`config.mk`:
```
export PLATFORM = sky130hd
export DESIGN_NAME = usb_list_start_address_ctrl
export DESIGN_NICKNAME = d
export VERILOG_FILES = /design/src/verilog/usb_list_start_address_pkg.sv /design/src/verilog/usb_list_start_address_ctrl.sv
export SDC_FILE = /design/constraint.sdc
export NUM_CORES = 1
export LEC_CHECK = 0
export BUFFER_PORTS_ARGS = -buffer_cell sky130_fd_sc_hd__buf_2
export CORE_MARGIN = 10
export CORE_UTILIZATION = 50
export CTS_CLUSTER_SIZE = 28
export DETAILED_ROUTE_END_ITERATION = 6
export GPL_ROUTABILITY_DRIVEN = 0
export PLACE_DENSITY = 0.81
export SLEW_MARGIN = 15
export SYNTH_ARGS = -nofsm -noshare
export SYNTH_HDL_FRONTEND = slang
export SYNTH_SLANG_ARGS = --single-unit
```
`constraint.sdc`:
```
create_clock -name CLOCK -period 9.4 [get_ports CLOCK]
set_clock_uncertainty 0.2 [all_clocks]
set_input_delay 0 -clock CLOCK [delete_from_list [all_inputs] [get_ports CLOCK]]
set_output_delay 0 -clock CLOCK [all_outputs]
set_load 0.02 [all_outputs]
```
`src/verilog/usb_list_start_address_pkg.sv`:
```
// constants, register map and carrier types of the endpoint list / LINK_POWER_CONTROL block
// assumes one 250 MHz clock and a plain single-cycle register port
package usb_list_start_address_pkg;

   localparam int          NUM_EP       = 10;
   localparam int          NUM_SKIP     = 30;
   localparam logic [31:0] ADR_LIST     = 32'h4008_0008;
   localparam logic [31:0] ADR_BUFPAGE  = 32'h4008_000C;
   localparam logic [31:0] ADR_LPM      = 32'h4008_0010;
   localparam logic [31:0] ADR_SKIP     = 32'h4008_0014;
   localparam logic [31:0] ADR_INUSE    = 32'h4008_0018;
   localparam logic [31:0] ADR_BUFCFG   = 32'h4008_001C;
   localparam logic [31:0] ADR_INTSTAT  = 32'h4008_0020;
   localparam logic [31:0] ADR_INTMASK  = 32'h4008_0024;

   localparam int          LIST_LSB     = 8;
   localparam int          PAGE_LSB     = 22;
   localparam int          HOST_RESUME_LSB = 0;
   localparam int          DEV_RESUME_LSB  = 4;
   localparam int          PENDING_BIT  = 8;
   localparam int          EP_LSB       = 2;

   localparam logic [31:0] RST_WORD     = 32'h0000_0000;
   localparam logic [3:0]  RST_NIBBLE   = 4'h0;

   typedef struct packed {
      logic       valid;
      logic [3:0] hird;
   } lpm_token_s;

   typedef struct packed {
      logic valid;
      logic nyet;
   } handshake_s;

   typedef struct packed {
      logic       valid;
      logic [4:0] ep;
      logic       buf_sel;
   } deact_s;

endpackage : usb_list_start_address_pkg

```
`src/verilog/usb_list_start_address_ctrl.sv`:
```
// endpoint list base, buffer page, LINK_POWER_CONTROL handshake, skip and buffer select registers
// assumes the packet engine reports active clears and LINK_POWER_CONTROL tokens as one-cycle pulses
module usb_list_start_address_ctrl
   import usb_list_start_address_pkg::*;
(
   input  wire logic                CLOCK,
   input  wire logic                RST_N,
   input  wire logic [31:0]         ADDR,
   input  wire logic [31:0]         WDATA,
   input  wire logic                WR,
   input  wire logic                RD,
   output logic [31:0]              RDATA,
   input  wire logic                LPM_SUPPORTED,
   input  wire lpm_token_s          LPM_TOKEN,
   output handshake_s               LPM_HANDSHAKE,
   input  wire logic [NUM_EP-1:0]   ACTIVE_FALL,
   output deact_s                   DEACT,
   output logic [31:0]              LIST_BASE,
   output logic [31:0]              BUF_PAGE,
   output logic [NUM_EP-1:0]        BUF_SELECT,
   output logic [3:0]               DEV_RESUME,
   output logic                     IRQ
);

   logic                rst_meta_ff;
   logic                rst_sync_ff;
   logic [23:0]         list_ff;
   logic [9:0]          page_ff;
   logic [3:0]          host_resume_ff;
   logic [3:0]          dev_resume_ff;
   logic                pending_ff;
   logic [NUM_SKIP-1:0] skip_ff;
   logic [NUM_EP-1:0]   inuse_ff;
   logic [NUM_EP-1:0]   bufcfg_ff;
   logic [NUM_EP-1:0]   intstat_ff;
   logic [NUM_EP-1:0]   intmask_ff;
   logic [31:0]         rdata_ff;
   handshake_s          hs_ff;
   deact_s              deact_ff;
   logic                irq_ff;

   logic                skip_hit;
   logic [4:0]          skip_idx;
   logic [NUM_SKIP-1:0] skip_done;
   logic [NUM_EP-1:0]   skip_ev;
   logic [NUM_EP-1:0]   toggle;
   logic [31:0]         rd_word;

   function automatic logic wr_hit(input logic [31:0] a);
      return WR && (ADDR == a);
   endfunction : wr_hit

   // lowest pending skip first; one endpoint is released per cycle
   always_comb begin
      skip_hit  = 1'b0;
      skip_idx  = 5'h00;
      skip_done = '0;
      for (int i = NUM_SKIP - 1; i >= 0; i--) begin
         if (skip_ff[i]) begin
            skip_hit = 1'b1;
            skip_idx = 5'(i);
         end
      end
      if (skip_hit) begin
         skip_done[skip_idx] = 1'b1;
      end
      skip_ev = skip_done[NUM_EP-1:0];
   end

   // engine clears toggle double-buffered selects; skip releases never do
   always_comb begin
      toggle = ACTIVE_FALL & bufcfg_ff;
      toggle[1:0] = 2'b00;
   end

   always_comb begin
      rd_word = RST_WORD;
      unique case (ADDR)
         ADR_LIST:    rd_word = {list_ff, 8'h00};
         ADR_BUFPAGE: rd_word = {page_ff, 22'h000000};
         ADR_LPM:     rd_word = {23'h000000, pending_ff, dev_resume_ff, host_resume_ff};
         ADR_SKIP:    rd_word = {2'b00, skip_ff};
         ADR_INUSE:   rd_word = {22'h000000, inuse_ff};
         ADR_BUFCFG:  rd_word = {22'h000000, bufcfg_ff};
         ADR_INTSTAT: rd_word = {22'h000000, intstat_ff};
         ADR_INTMASK: rd_word = {22'h000000, intmask_ff};
         default:     rd_word = RST_WORD;
      endcase
   end

   always_ff @(posedge CLOCK or negedge RST_N) begin
      if (!RST_N) begin
         rst_meta_ff <= 1'b0;
         rst_sync_ff <= 1'b0;
      end else begin
         rst_meta_ff <= 1'b1;
         rst_sync_ff <= rst_meta_ff;
      end
   end

   always_ff @(posedge CLOCK or negedge rst_sync_ff) begin
      if (!rst_sync_ff) begin
         list_ff <= '0;
         page_ff <= '0;
      end else begin
         if (wr_hit(ADR_LIST)) begin
            list_ff <= WDATA[31:LIST_LSB];
         end
         if (wr_hit(ADR_BUFPAGE)) begin
            page_ff <= WDATA[31:PAGE_LSB];
         end
      end
   end

   always_ff @(posedge CLOCK or negedge rst_sync_ff) begin
      if (!rst_sync_ff) begin
         dev_resume_ff  <= RST_NIBBLE;
         pending_ff     <= 1'b0;
         host_resume_ff <= RST_NIBBLE;
      end else begin
         if (wr_hit(ADR_LPM)) begin
            dev_resume_ff <= WDATA[DEV_RESUME_LSB+3:DEV_RESUME_LSB];
            pending_ff    <= WDATA[PENDING_BIT];
         end
         if (LPM_TOKEN.valid) begin
            host_resume_ff <= LPM_TOKEN.hird;
         end
      end
   end

   // no handshake at all when LINK_POWER_CONTROL is unsupported; the engine answers then
   always_ff @(posedge CLOCK or negedge rst_sync_ff) begin
      if (!rst_sync_ff) begin
         hs_ff <= '0;
      end else begin
         hs_ff.valid <= LPM_TOKEN.valid && LPM_SUPPORTED;
         hs_ff.nyet  <= pending_ff;
      end
   end

   // a software write in the same cycle as a release wins over the self-clear
   always_ff @(posedge CLOCK or negedge rst_sync_ff) begin
      if (!rst_sync_ff) begin
         skip_ff  <= '0;
         deact_ff <= '0;
      end else begin
         if (wr_hit(ADR_SKIP)) begin
            skip_ff <= WDATA[NUM_SKIP-1:0];
         end else begin
            skip_ff <= skip_ff & ~skip_done;
         end
         deact_ff.valid   <= skip_hit;
         deact_ff.ep      <= skip_idx;
         deact_ff.buf_sel <= (skip_idx < 5'(NUM_EP)) ? inuse_ff[skip_idx[3:0]] : 1'b0;
      end
   end

   always_ff @(posedge CLOCK or negedge rst_sync_ff) begin
      if (!rst_sync_ff) begin
         inuse_ff  <= '0;
         bufcfg_ff <= '0;
      end else begin
         if (wr_hit(ADR_INUSE)) begin
            inuse_ff <= {WDATA[NUM_EP-1:EP_LSB], 2'b00};
         end else begin
            inuse_ff <= inuse_ff ^ toggle;
         end
         if (wr_hit(ADR_BUFCFG)) begin
            bufcfg_ff <= {WDATA[NUM_EP-1:EP_LSB], 2'b00};
         end
      end
   end

   // set wins over a write-one clear landing in the same cycle
   always_ff @(posedge CLOCK or negedge rst_sync_ff) begin
      if (!rst_sync_ff) begin
         intstat_ff <= '0;
         intmask_ff <= '0;
         irq_ff     <= 1'b0;
      end else begin
         if (wr_hit(ADR_INTSTAT)) begin
            intstat_ff <= (intstat_ff & ~WDATA[NUM_EP-1:0])
                          | ACTIVE_FALL | skip_ev;
         end else begin
            intstat_ff <= intstat_ff | ACTIVE_FALL | skip_ev;
         end
         if (wr_hit(ADR_INTMASK)) begin
            intmask_ff <= WDATA[NUM_EP-1:0];
         end
         irq_ff <= |(intstat_ff & intmask_ff);
      end
   end

   always_ff @(posedge CLOCK or negedge rst_sync_ff) begin
      if (!rst_sync_ff) begin
         rdata_ff <= RST_WORD;
      end else begin
         rdata_ff <= RD ? rd_word : RST_WORD;
      end
   end

   assign RDATA         = rdata_ff;
   assign LPM_HANDSHAKE = hs_ff;
   assign DEACT         = deact_ff;
   assign LIST_BASE     = {list_ff, 8'h00};
   assign BUF_PAGE      = {page_ff, 22'h000000};
   assign BUF_SELECT    = inuse_ff;
   assign DEV_RESUME    = dev_resume_ff;
   assign IRQ           = irq_ff;

endmodule : usb_list_start_address_ctrl

```
* Yosys cells after proc, flatten, opt, wreduce, memory -nomap -nowiden *
Index checks and enable logic that the tools add are counted.

storage, ports and cells
  flip-flop bits (word level) = 155
  logic and storage cells = 124
  output and inout port bits = 120
  input bits = 84

cells by class
  bitwise logic cells = 11
  mux-type cells = 71
  reduce and logical (&&, ||, !) cells = 11
  $lt $le $gt $ge = 4
  eq/ne operators = 8

operators with widths
  operator                                                                              number
  32-bit by 31-bit == test with 1-bit output (second input constant)                    8
  32-bit one-hot mux with 8 select lines                                                1
  5-bit two-way mux                                                                     30
  30-bit two-way mux                                                                    2
  10-bit OR                                                                             4
  1-bit two-way mux                                                                     33
  32-bit two-way mux                                                                    1
  10-bit AND                                                                            3
  30-bit AND                                                                            1
  30-bit inverter                                                                       1
  10-bit two-way mux                                                                    2
  1-bit logical AND                                                                     10
  10-bit inverter                                                                       1
  10-bit OR reduction                                                                   1
  10-bit bitwise XOR                                                                    1
  5-bit by 6-bit less-than comparator with 1-bit output (second input constant)         1
  1-bit demux with 5-bit select                                                         1
  5-bit by 1-bit greater-or-equal comparator with 1-bit output (second input constant)  1
  4-bit by 5-bit less-than comparator with 1-bit output (second input constant)         1
  5-bit by 4-bit less-than comparator with 1-bit output (second input constant)         1
  1-bit binary-select mux with 4-bit select                                             1

* Depth between registers and ports, before layout *
Gate-level depths: netlist of run 1.

  depth in word-level cells = 38
  mapped depth = 10
  mapped depth without buffers = 8

* Least setup slack after synthesis of run 1 *
Ideal clock, no wire load.

  path type = flip-flop to flip-flop
  from = reg skip_ff[3]
  to = reg deact_ff, in the netlist DEACT[0]
  cell stages (with the launch flop) = 7
  slack = 7.053 ns
  clock period less this slack = 2.347 ns
  required time = 9.069 ns
  data arrival time = 2.016 ns
  cell sequence = dfrtp_1 -> buf_2 -> or4_4 -> or3_4 -> and2_4 -> nor4b_4 -> o32ai_2

on the way
  cells in the longest elaborated chain, start to end = 7

ends and longest elaborated chain
  what                                       line                                text
  from (decl)                                usb_list_start_address_ctrl.sv:32   logic [NUM_SKIP-1:0] skip_ff;
  from (signal assigned)                     usb_list_start_address_ctrl.sv:148  skip_ff <= WDATA[NUM_SKIP-1:0];
  from (signal assigned)                     usb_list_start_address_ctrl.sv:150  skip_ff <= skip_ff & ~skip_done;
  5-bit two-way mux (*) (4 in a row)         usb_list_start_address_ctrl.sv:59   if (skip_ff[i]) begin
  1-bit binary-select mux with 4-bit select  usb_list_start_address_ctrl.sv:154  deact_ff.buf_sel <= (skip_idx < 5'(NUM_EP)) ? inuse_ff[skip_idx[3:0]] : 1'b0;
  1-bit two-way mux (not written as such)    usb_list_start_address_ctrl.sv:154
  1-bit two-way mux (*)                      usb_list_start_address_ctrl.sv:154
  to (decl)                                  usb_list_start_address_ctrl.sv:39   deact_s deact_ff;

Every way passes the cells marked *; elsewhere a longest branch is shown, timed or not. The select of a mux whose other input is x is not followed.
A chain may end at the register's enable or synchronous reset.

* Worst setup path in the final report of run 1 *
  from = reg skip_ff[28]
  to = reg skip_ff[16]

on the way
  cells in the longest elaborated chain, start to end = 37

ends and longest elaborated chain
  what                                                                                                                                                                line                                text
  5-bit two-way mux (29 in a row)                                                                                                                                     usb_list_start_address_ctrl.sv:59
  5-bit by 6-bit less-than comparator with 1-bit output (not written as such) / 5-bit by 1-bit greater-or-equal comparator with 1-bit output (equally long branches)  usb_list_start_address_ctrl.sv:65   skip_done[skip_idx] = 1'b1;
  1-bit logical AND (not written as such)                                                                                                                             usb_list_start_address_ctrl.sv:65
  1-bit two-way mux (not written as such)                                                                                                                             usb_list_start_address_ctrl.sv:65
  1-bit demux with 5-bit select                                                                                                                                       usb_list_start_address_ctrl.sv:65
  30-bit two-way mux (*)                                                                                                                                              usb_list_start_address_ctrl.sv:64   if (skip_hit) begin
  30-bit inverter (*)                                                                                                                                                 usb_list_start_address_ctrl.sv:150
  30-bit AND (*)                                                                                                                                                      usb_list_start_address_ctrl.sv:150
  30-bit two-way mux (*)                                                                                                                                              usb_list_start_address_ctrl.sv:147  if (wr_hit(ADR_SKIP)) begin

Every way passes the cells marked *; elsewhere a longest branch is shown, timed or not.

==> results of run 1 <==
## cell families (layout without fill, tap and decap cells)
group	count (synthesis)	in the layout	share of synthesized area
AO/OA/AOI/OAI	156	156	0.148
XOR/XNOR	9	9	0.0106
buffers and inverters	80	287	0.0594
flip-flops	153	153	0.517
multiplexers	81	81	0.122
other	2	33	0.00101
AND/OR/NAND/NOR	212	212	0.143
## through the flow
stage                     setup WS (ns)  total power [mW]
after floorplan                    4.62             0.715
after global placement             6.02             0.735
after detailed placement           5.89             0.736
after CTS                          6.20              1.47
after global routing               5.96              1.51
final                              6.18              1.47
## cell usage in the layout (no fill, tap or decap), types with 7 or more instances in the layout
master	count
a21oi_1	45
a222oi_1	8
a22oi_1	26
buf_2	171
clkbuf_16	17
conb_1	33
dfrtp_1	152
dlygate4sd3_1	68
inv_1	9
mux2_2	69
mux2i_1	11
nand2_1	77
nand3_1	9
nor2_1	58
nor3_1	9
nor4_1	11
o211ai_1	10
o21ai_0	34
o31ai_1	8
xor2_1	7
## final cells by class
cell class | count | share of cell area
timing repair buffer | 244 | 0.165
inverter | 12 | 0.00471
clock inverter | 8 | 0.0149
clock buffer | 23 | 0.0500
sequential | 153 | 0.401
tap | 184 | 0.0241
multi-input combinational | 491 | 0.341
## synth_stat cells, drive strengths merged (4+ instances only)
master  number  area share
dfrtp      153        0.52
nand2       78       0.040
mux2        70        0.11
nor2        61       0.032
buf         50       0.044
a21oi       45       0.030
o21ai       36       0.024
a22oi       26       0.026
clkbuf      18      0.0091
nor4        13       0.013
inv         11      0.0056
mux2i       11       0.015
o211ai      11       0.013
nand3       10      0.0074
nor3        10      0.0074
a222oi       8       0.011
o31ai        8      0.0081
xor2         7      0.0083
nand2b       6      0.0061
and2         5      0.0049
or3          4      0.0041
or4          4      0.0051
## power breakdown
part	total [mW]	switching, mW	internal, mW
combinational	0.0763	0.0410	0.0353
sequential	0.668	0.00718	0.661
clock	0.722	0.260	0.462
total	1.47	0.308	1.16
## path summary, 6_finish.rpt
kind / startpoint / end / slack (ns)
worst max register to register: skip_ff[28] / skip_ff[16] / 6.18
max in group asynchronous: rst_sync_ff / RDATA[20] / 7.23
worst max-delay path: skip_ff[28] / skip_ff[16] / 6.18
worst min-delay path: ADDR[4] / RDATA[30] / 0.03
worst min register to register: rst_meta_ff / rst_sync_ff / 0.15
min in group asynchronous: RST_N / rst_sync_ff / 0.22
## tightest hold or removal path, stage by stage
cell and delay (ns):
buf_2 0.09, nor2_1 0.05, nand3_1 0.36, nor3_1 0.11
## state kept, by name, summed over array words and instances, names as in the netlist, 2 cells and up
signal,flops
intmask_ff,10
DEV_RESUME,4
skip_ff,30
RDATA,32
intstat_ff,10
list_ff,24
DEACT,7
host_resume_ff,4
LPM_HANDSHAKE,2
page_ff,10
bufcfg_ff,8
BUF_SELECT,8
## per-layer routing
metal	track usage	routed length (um)
met5	0	0
met4	0.104	731
met3	0.0721	2430
met2	0.363	11100
met1	0.267	8480
==> flow_summary.ini, run 1 <==
[global_routing]
grt_max_degree = 78
grt_pass1_wl_um = 36100
grt_pass1_vias = 6822
antenna_found_initial = 0
track_usage = 0.225
grt-ovfl-total = 0

[critical_path]
start_kind = flop
cpLargestDelayFamily = compound AO/OA/AOI/OAI gates
cpPeakStageDelay_ns = 0.54
rr_worst_depth = 8
crit_path_max_fanout = 9
path_buf_inv = 1
crit_type = reg -> reg
crit_arrival_ns = 3.39
crit_path_cell_trace = nand2b_4 -> a2111oi_4 -> o221ai_2 -> o311ai_2 -> o31a_1 -> o211ai_1 -> nand2_1 -> dlygate4sd3_1
cp-end-kind = flop
path_depth = 8
worstPathRequired_ns = 9.57
cpMaxStageDelayCell = dlygate4sd3_1

[placement]
numPortBuffers = 171
dp_hpwl_um = 15800
dp.cells = 1016
place_area_sq_mm = 0.00826

[status]
outcome = finished, violations left
violations = DRC

[floorplanning]
die_w_um = 142
start_util = 0.510
placementRows = 44
dieHeight_um = 142
dieArea_sq_mm = 0.0201
core_sq_mm = 0.0145
io_pins = 204

[yosys]
ys.warnings.count = 0
async_flop_share = 1.00
ys_seq_area_frac = 0.517
ys_types = 67
synth.avg_cell_area_sq_um = 10.7
synth_ff_type = dfrtp_1
synth_edf_count = 0
synth-seq-cells = 153
mappedNetlistArea_sq_mm = 0.00741
syn_inst = 693

[sta]
drv_slew = 0
timing.setup.tns_ns = 0
finalCritPeriodShare = 0.342
hold_ws_ns = 0.0299
rsz0062_at_grt = no
relSlewSlack = 0.282
fin_crit_ns = 3.22
hold_violations = 0
max_slew.worst_pin.slew_ns = 1.07
max_freq_mhz = 311
setup_viol = 0

[cells_and_area]
final_cells = 1115
regArea_sq_mm = 0.00383
multi_input_area_sq_mm = 0.00326
utilization = 0.658
antenna-diode-count = 0
final_nets = 1003
layout-drive-gt1-share = 0.327
fill_cells = 1143
stdcell_area_sq_mm = 0.00956
syn2layout_area_growth_pct = 29.0

[detailed_routing]
vias = 6440
ant_nets = 0
drt-vias-per-instance = 5.78
dr.pass1.iters = 7
wl_per_cell_um = 20.4
routed_wl_um = 22700
drc = 4
drtIter0Drc = 768

[clock_tree]
cts_root_buf = clkbuf_16
clkTransAtPathRegs_ns = 0.06
h-tree-depth = 4
clock-sinks = 153
post-cts-setup-buffer-count = 0
cts_tree = yes
cts_max_path_buffers = 2
cts_hold_buf = 68
numCtsBuffers = 17
clock_latency_ns = 0.43
post_cts_resized = 0

[power_and_ir_drop]
leakage_nw = 4.70
ir_drop_mv = 0.135
powerDensity_mw_per_mm2 = 153

[hold_path]
hold_depth = 4
hp-class = in -> reg

[run]
cap_violations = 0
No activity file was read; power rests on OpenSTA's default activity.
==> run 2: changes to the inputs <==
==> constraint.sdc (replaced) <==
create_clock -name CLOCK -period 3.3 [get_ports CLOCK]
set_clock_uncertainty 0.2 [all_clocks]
set_input_delay 0 -clock CLOCK [delete_from_list [all_inputs] [get_ports CLOCK]]
set_output_delay 0 -clock CLOCK [all_outputs]
set_load 0.02 [all_outputs]
==> flow_summary.ini, run 2 (synthesis results as in run 1) <==
[status]
outcome = finished, violations left
violations = DRC

[critical_path]
worstPathRequired_ns = 3.41
start_kind = flop
cpMaxStageDelayCell = nor4_2
crit_type = reg -> reg
cpPeakStageDelay_ns = 0.74
crit_arrival_ns = 3.19
cp-end-kind = flop
crit_path_cell_trace = nor4_2 -> nand3_2 -> nor2_1 -> nand3_1 -> o211ai_1 -> nand2_1 -> dlygate4sd3_1
crit_path_max_fanout = 9
cpLargestDelayFamily = simple AND/OR/NAND/NOR gates
path_buf_inv = 1

[global_routing]
grt_pass1_wl_um = 36500
track_usage = 0.226
grt_max_degree = 68
antenna_found_initial = 0
grt_pass1_vias = 6807
grt-ovfl-total = 0

[clock_tree]
clock-sinks = 153
numCtsBuffers = 17
h-tree-depth = 4
post-cts-setup-buffer-count = 0
cts_tree = yes
clock_latency_ns = 0.43
cts_max_path_buffers = 2
cts_root_buf = clkbuf_16
clkTransAtPathRegs_ns = 0.06

[cells_and_area]
largest_reg_flops = 32
fill_cells = 1155
layout-drive-gt1-share = 0.334
final_cell_mix = buf_2 (171), dfrtp_1 (152), nand2_1 (77)
stdcell_area_sq_mm = 0.00969
syn2layout_area_growth_pct = 30.8
utilization = 0.667
final_nets = 1013
final_common_cell = buf_2

[detailed_routing]
vias = 6436
drtIter0Drc = 746
routed_wl_um = 22900
drt-vias-per-instance = 5.71
drc = 4
wl_per_cell_um = 20.3
ant_nets = 0
dr.pass1.iters = 7

[run]
cap_violations = 0

[floorplanning]
io_pins = 204
dieHeight_um = 142
dieArea_sq_mm = 0.0201
placementRows = 44
core_sq_mm = 0.0145
die_w_um = 142
start_util = 0.510

[power_and_ir_drop]
ir_drop_mv = 0.359
powerDensity_mw_per_mm2 = 443
leakage_nw = 4.77

[sta]
finalCritPeriodShare = 0.933
drv_slew = 0
hold_violations = 0
fin_crit_ns = 3.08
timing.setup.tns_ns = 0
rsz0062_at_grt = no
relSlewSlack = 0.469
max_freq_mhz = 325
setup_viol = 0
max_slew.worst_pin.slew_ns = 0.796
worst_slack_ns = 0.221

[placement]
numPortBuffers = 171
place_area_sq_mm = 0.00833
pre_cts_ws_ns = 0.567
dp_hpwl_um = 16100

[hold_path]
hp-class = in -> reg
run 2: cell types whose count changed in the layout (fill, tap and decap cells not counted), moves of 2 or more:
cell and change:
dlygate4sd3_1 +2, buf_4 +7, bufinv_16 +2, clkbuf_8 -3
clkinv_4 +2
run 2: metrics by stage:
step           instances  power (mW)  hold slack (ns)
6_report            1127        4.30           0.0628
5_1_grt             1126        4.43            0.106
2_1_floorplan        724        2.04           -0.496
3_5_place_dp        1024        2.10           -0.411
3_3_place_gp        1024        2.10           -0.415
4_1_cts             1126        4.32           0.0477
run 2: repair_timing:
action                                  in CTS  in global routing
hold endpoints to repair                   116                  0
hold buffers                                70                  0
gates resized for setup                      0                  1
endpoints found under the setup margin       0                  1
run 2: routing by layer:
metal,share of wire,GRT usage,up-vias
met5,0,0,-
met4,0.023,0.0796,0
met3,0.090,0.0711,47
li1,-,-,2910
met2,0.49,0.376,357
met1,0.40,0.271,3122
run 2: final cells by class:
cell class / count / area, sq um / area share
flip-flops and latches: 153 / 3830 / 0.395
multi-input cells: 491 / 3260 / 0.336
repair buffers: 254 / 1670 / 0.172
clock buffers: 19 / 433 / 0.0447
well taps: 184 / 230 / 0.0238
clock inverters: 13 / 225 / 0.0232
inverters: 12 / 45.0 / 0.00465
diodes: 1 / 2.50 / 0.000258
run 2: where the power goes:
group	total [mW]	internal, mW	switching (mW)
clock	2.17	1.41	0.754
combinational	0.232	0.105	0.126
sequential	1.90	1.88	0.0147
run 2: path summary, 6_finish.rpt:
kind | startpoint | endpoint | slack (ns) | cells after the start
hold / removal | ADDR[6] | RDATA[30] | 0.06 | 7
setup / recovery | skip_ff[3] | skip_ff[16] | 0.22 | 7
min in group asynchronous | rst_sync_ff | RDATA[6] | 0.13 | 0
setup reg to reg | skip_ff[3] | skip_ff[16] | 0.22 | 7
max in group asynchronous | rst_sync_ff | RDATA[25] | 1.99 | 1
hold reg to reg | rst_sync_ff | RDATA[6] | 0.13 | 0
run 2: tightest hold or removal path, delay by kind of cell:
family        cells  cell delay [ns]
simple gates      5             0.39
buf+inv           2             0.24
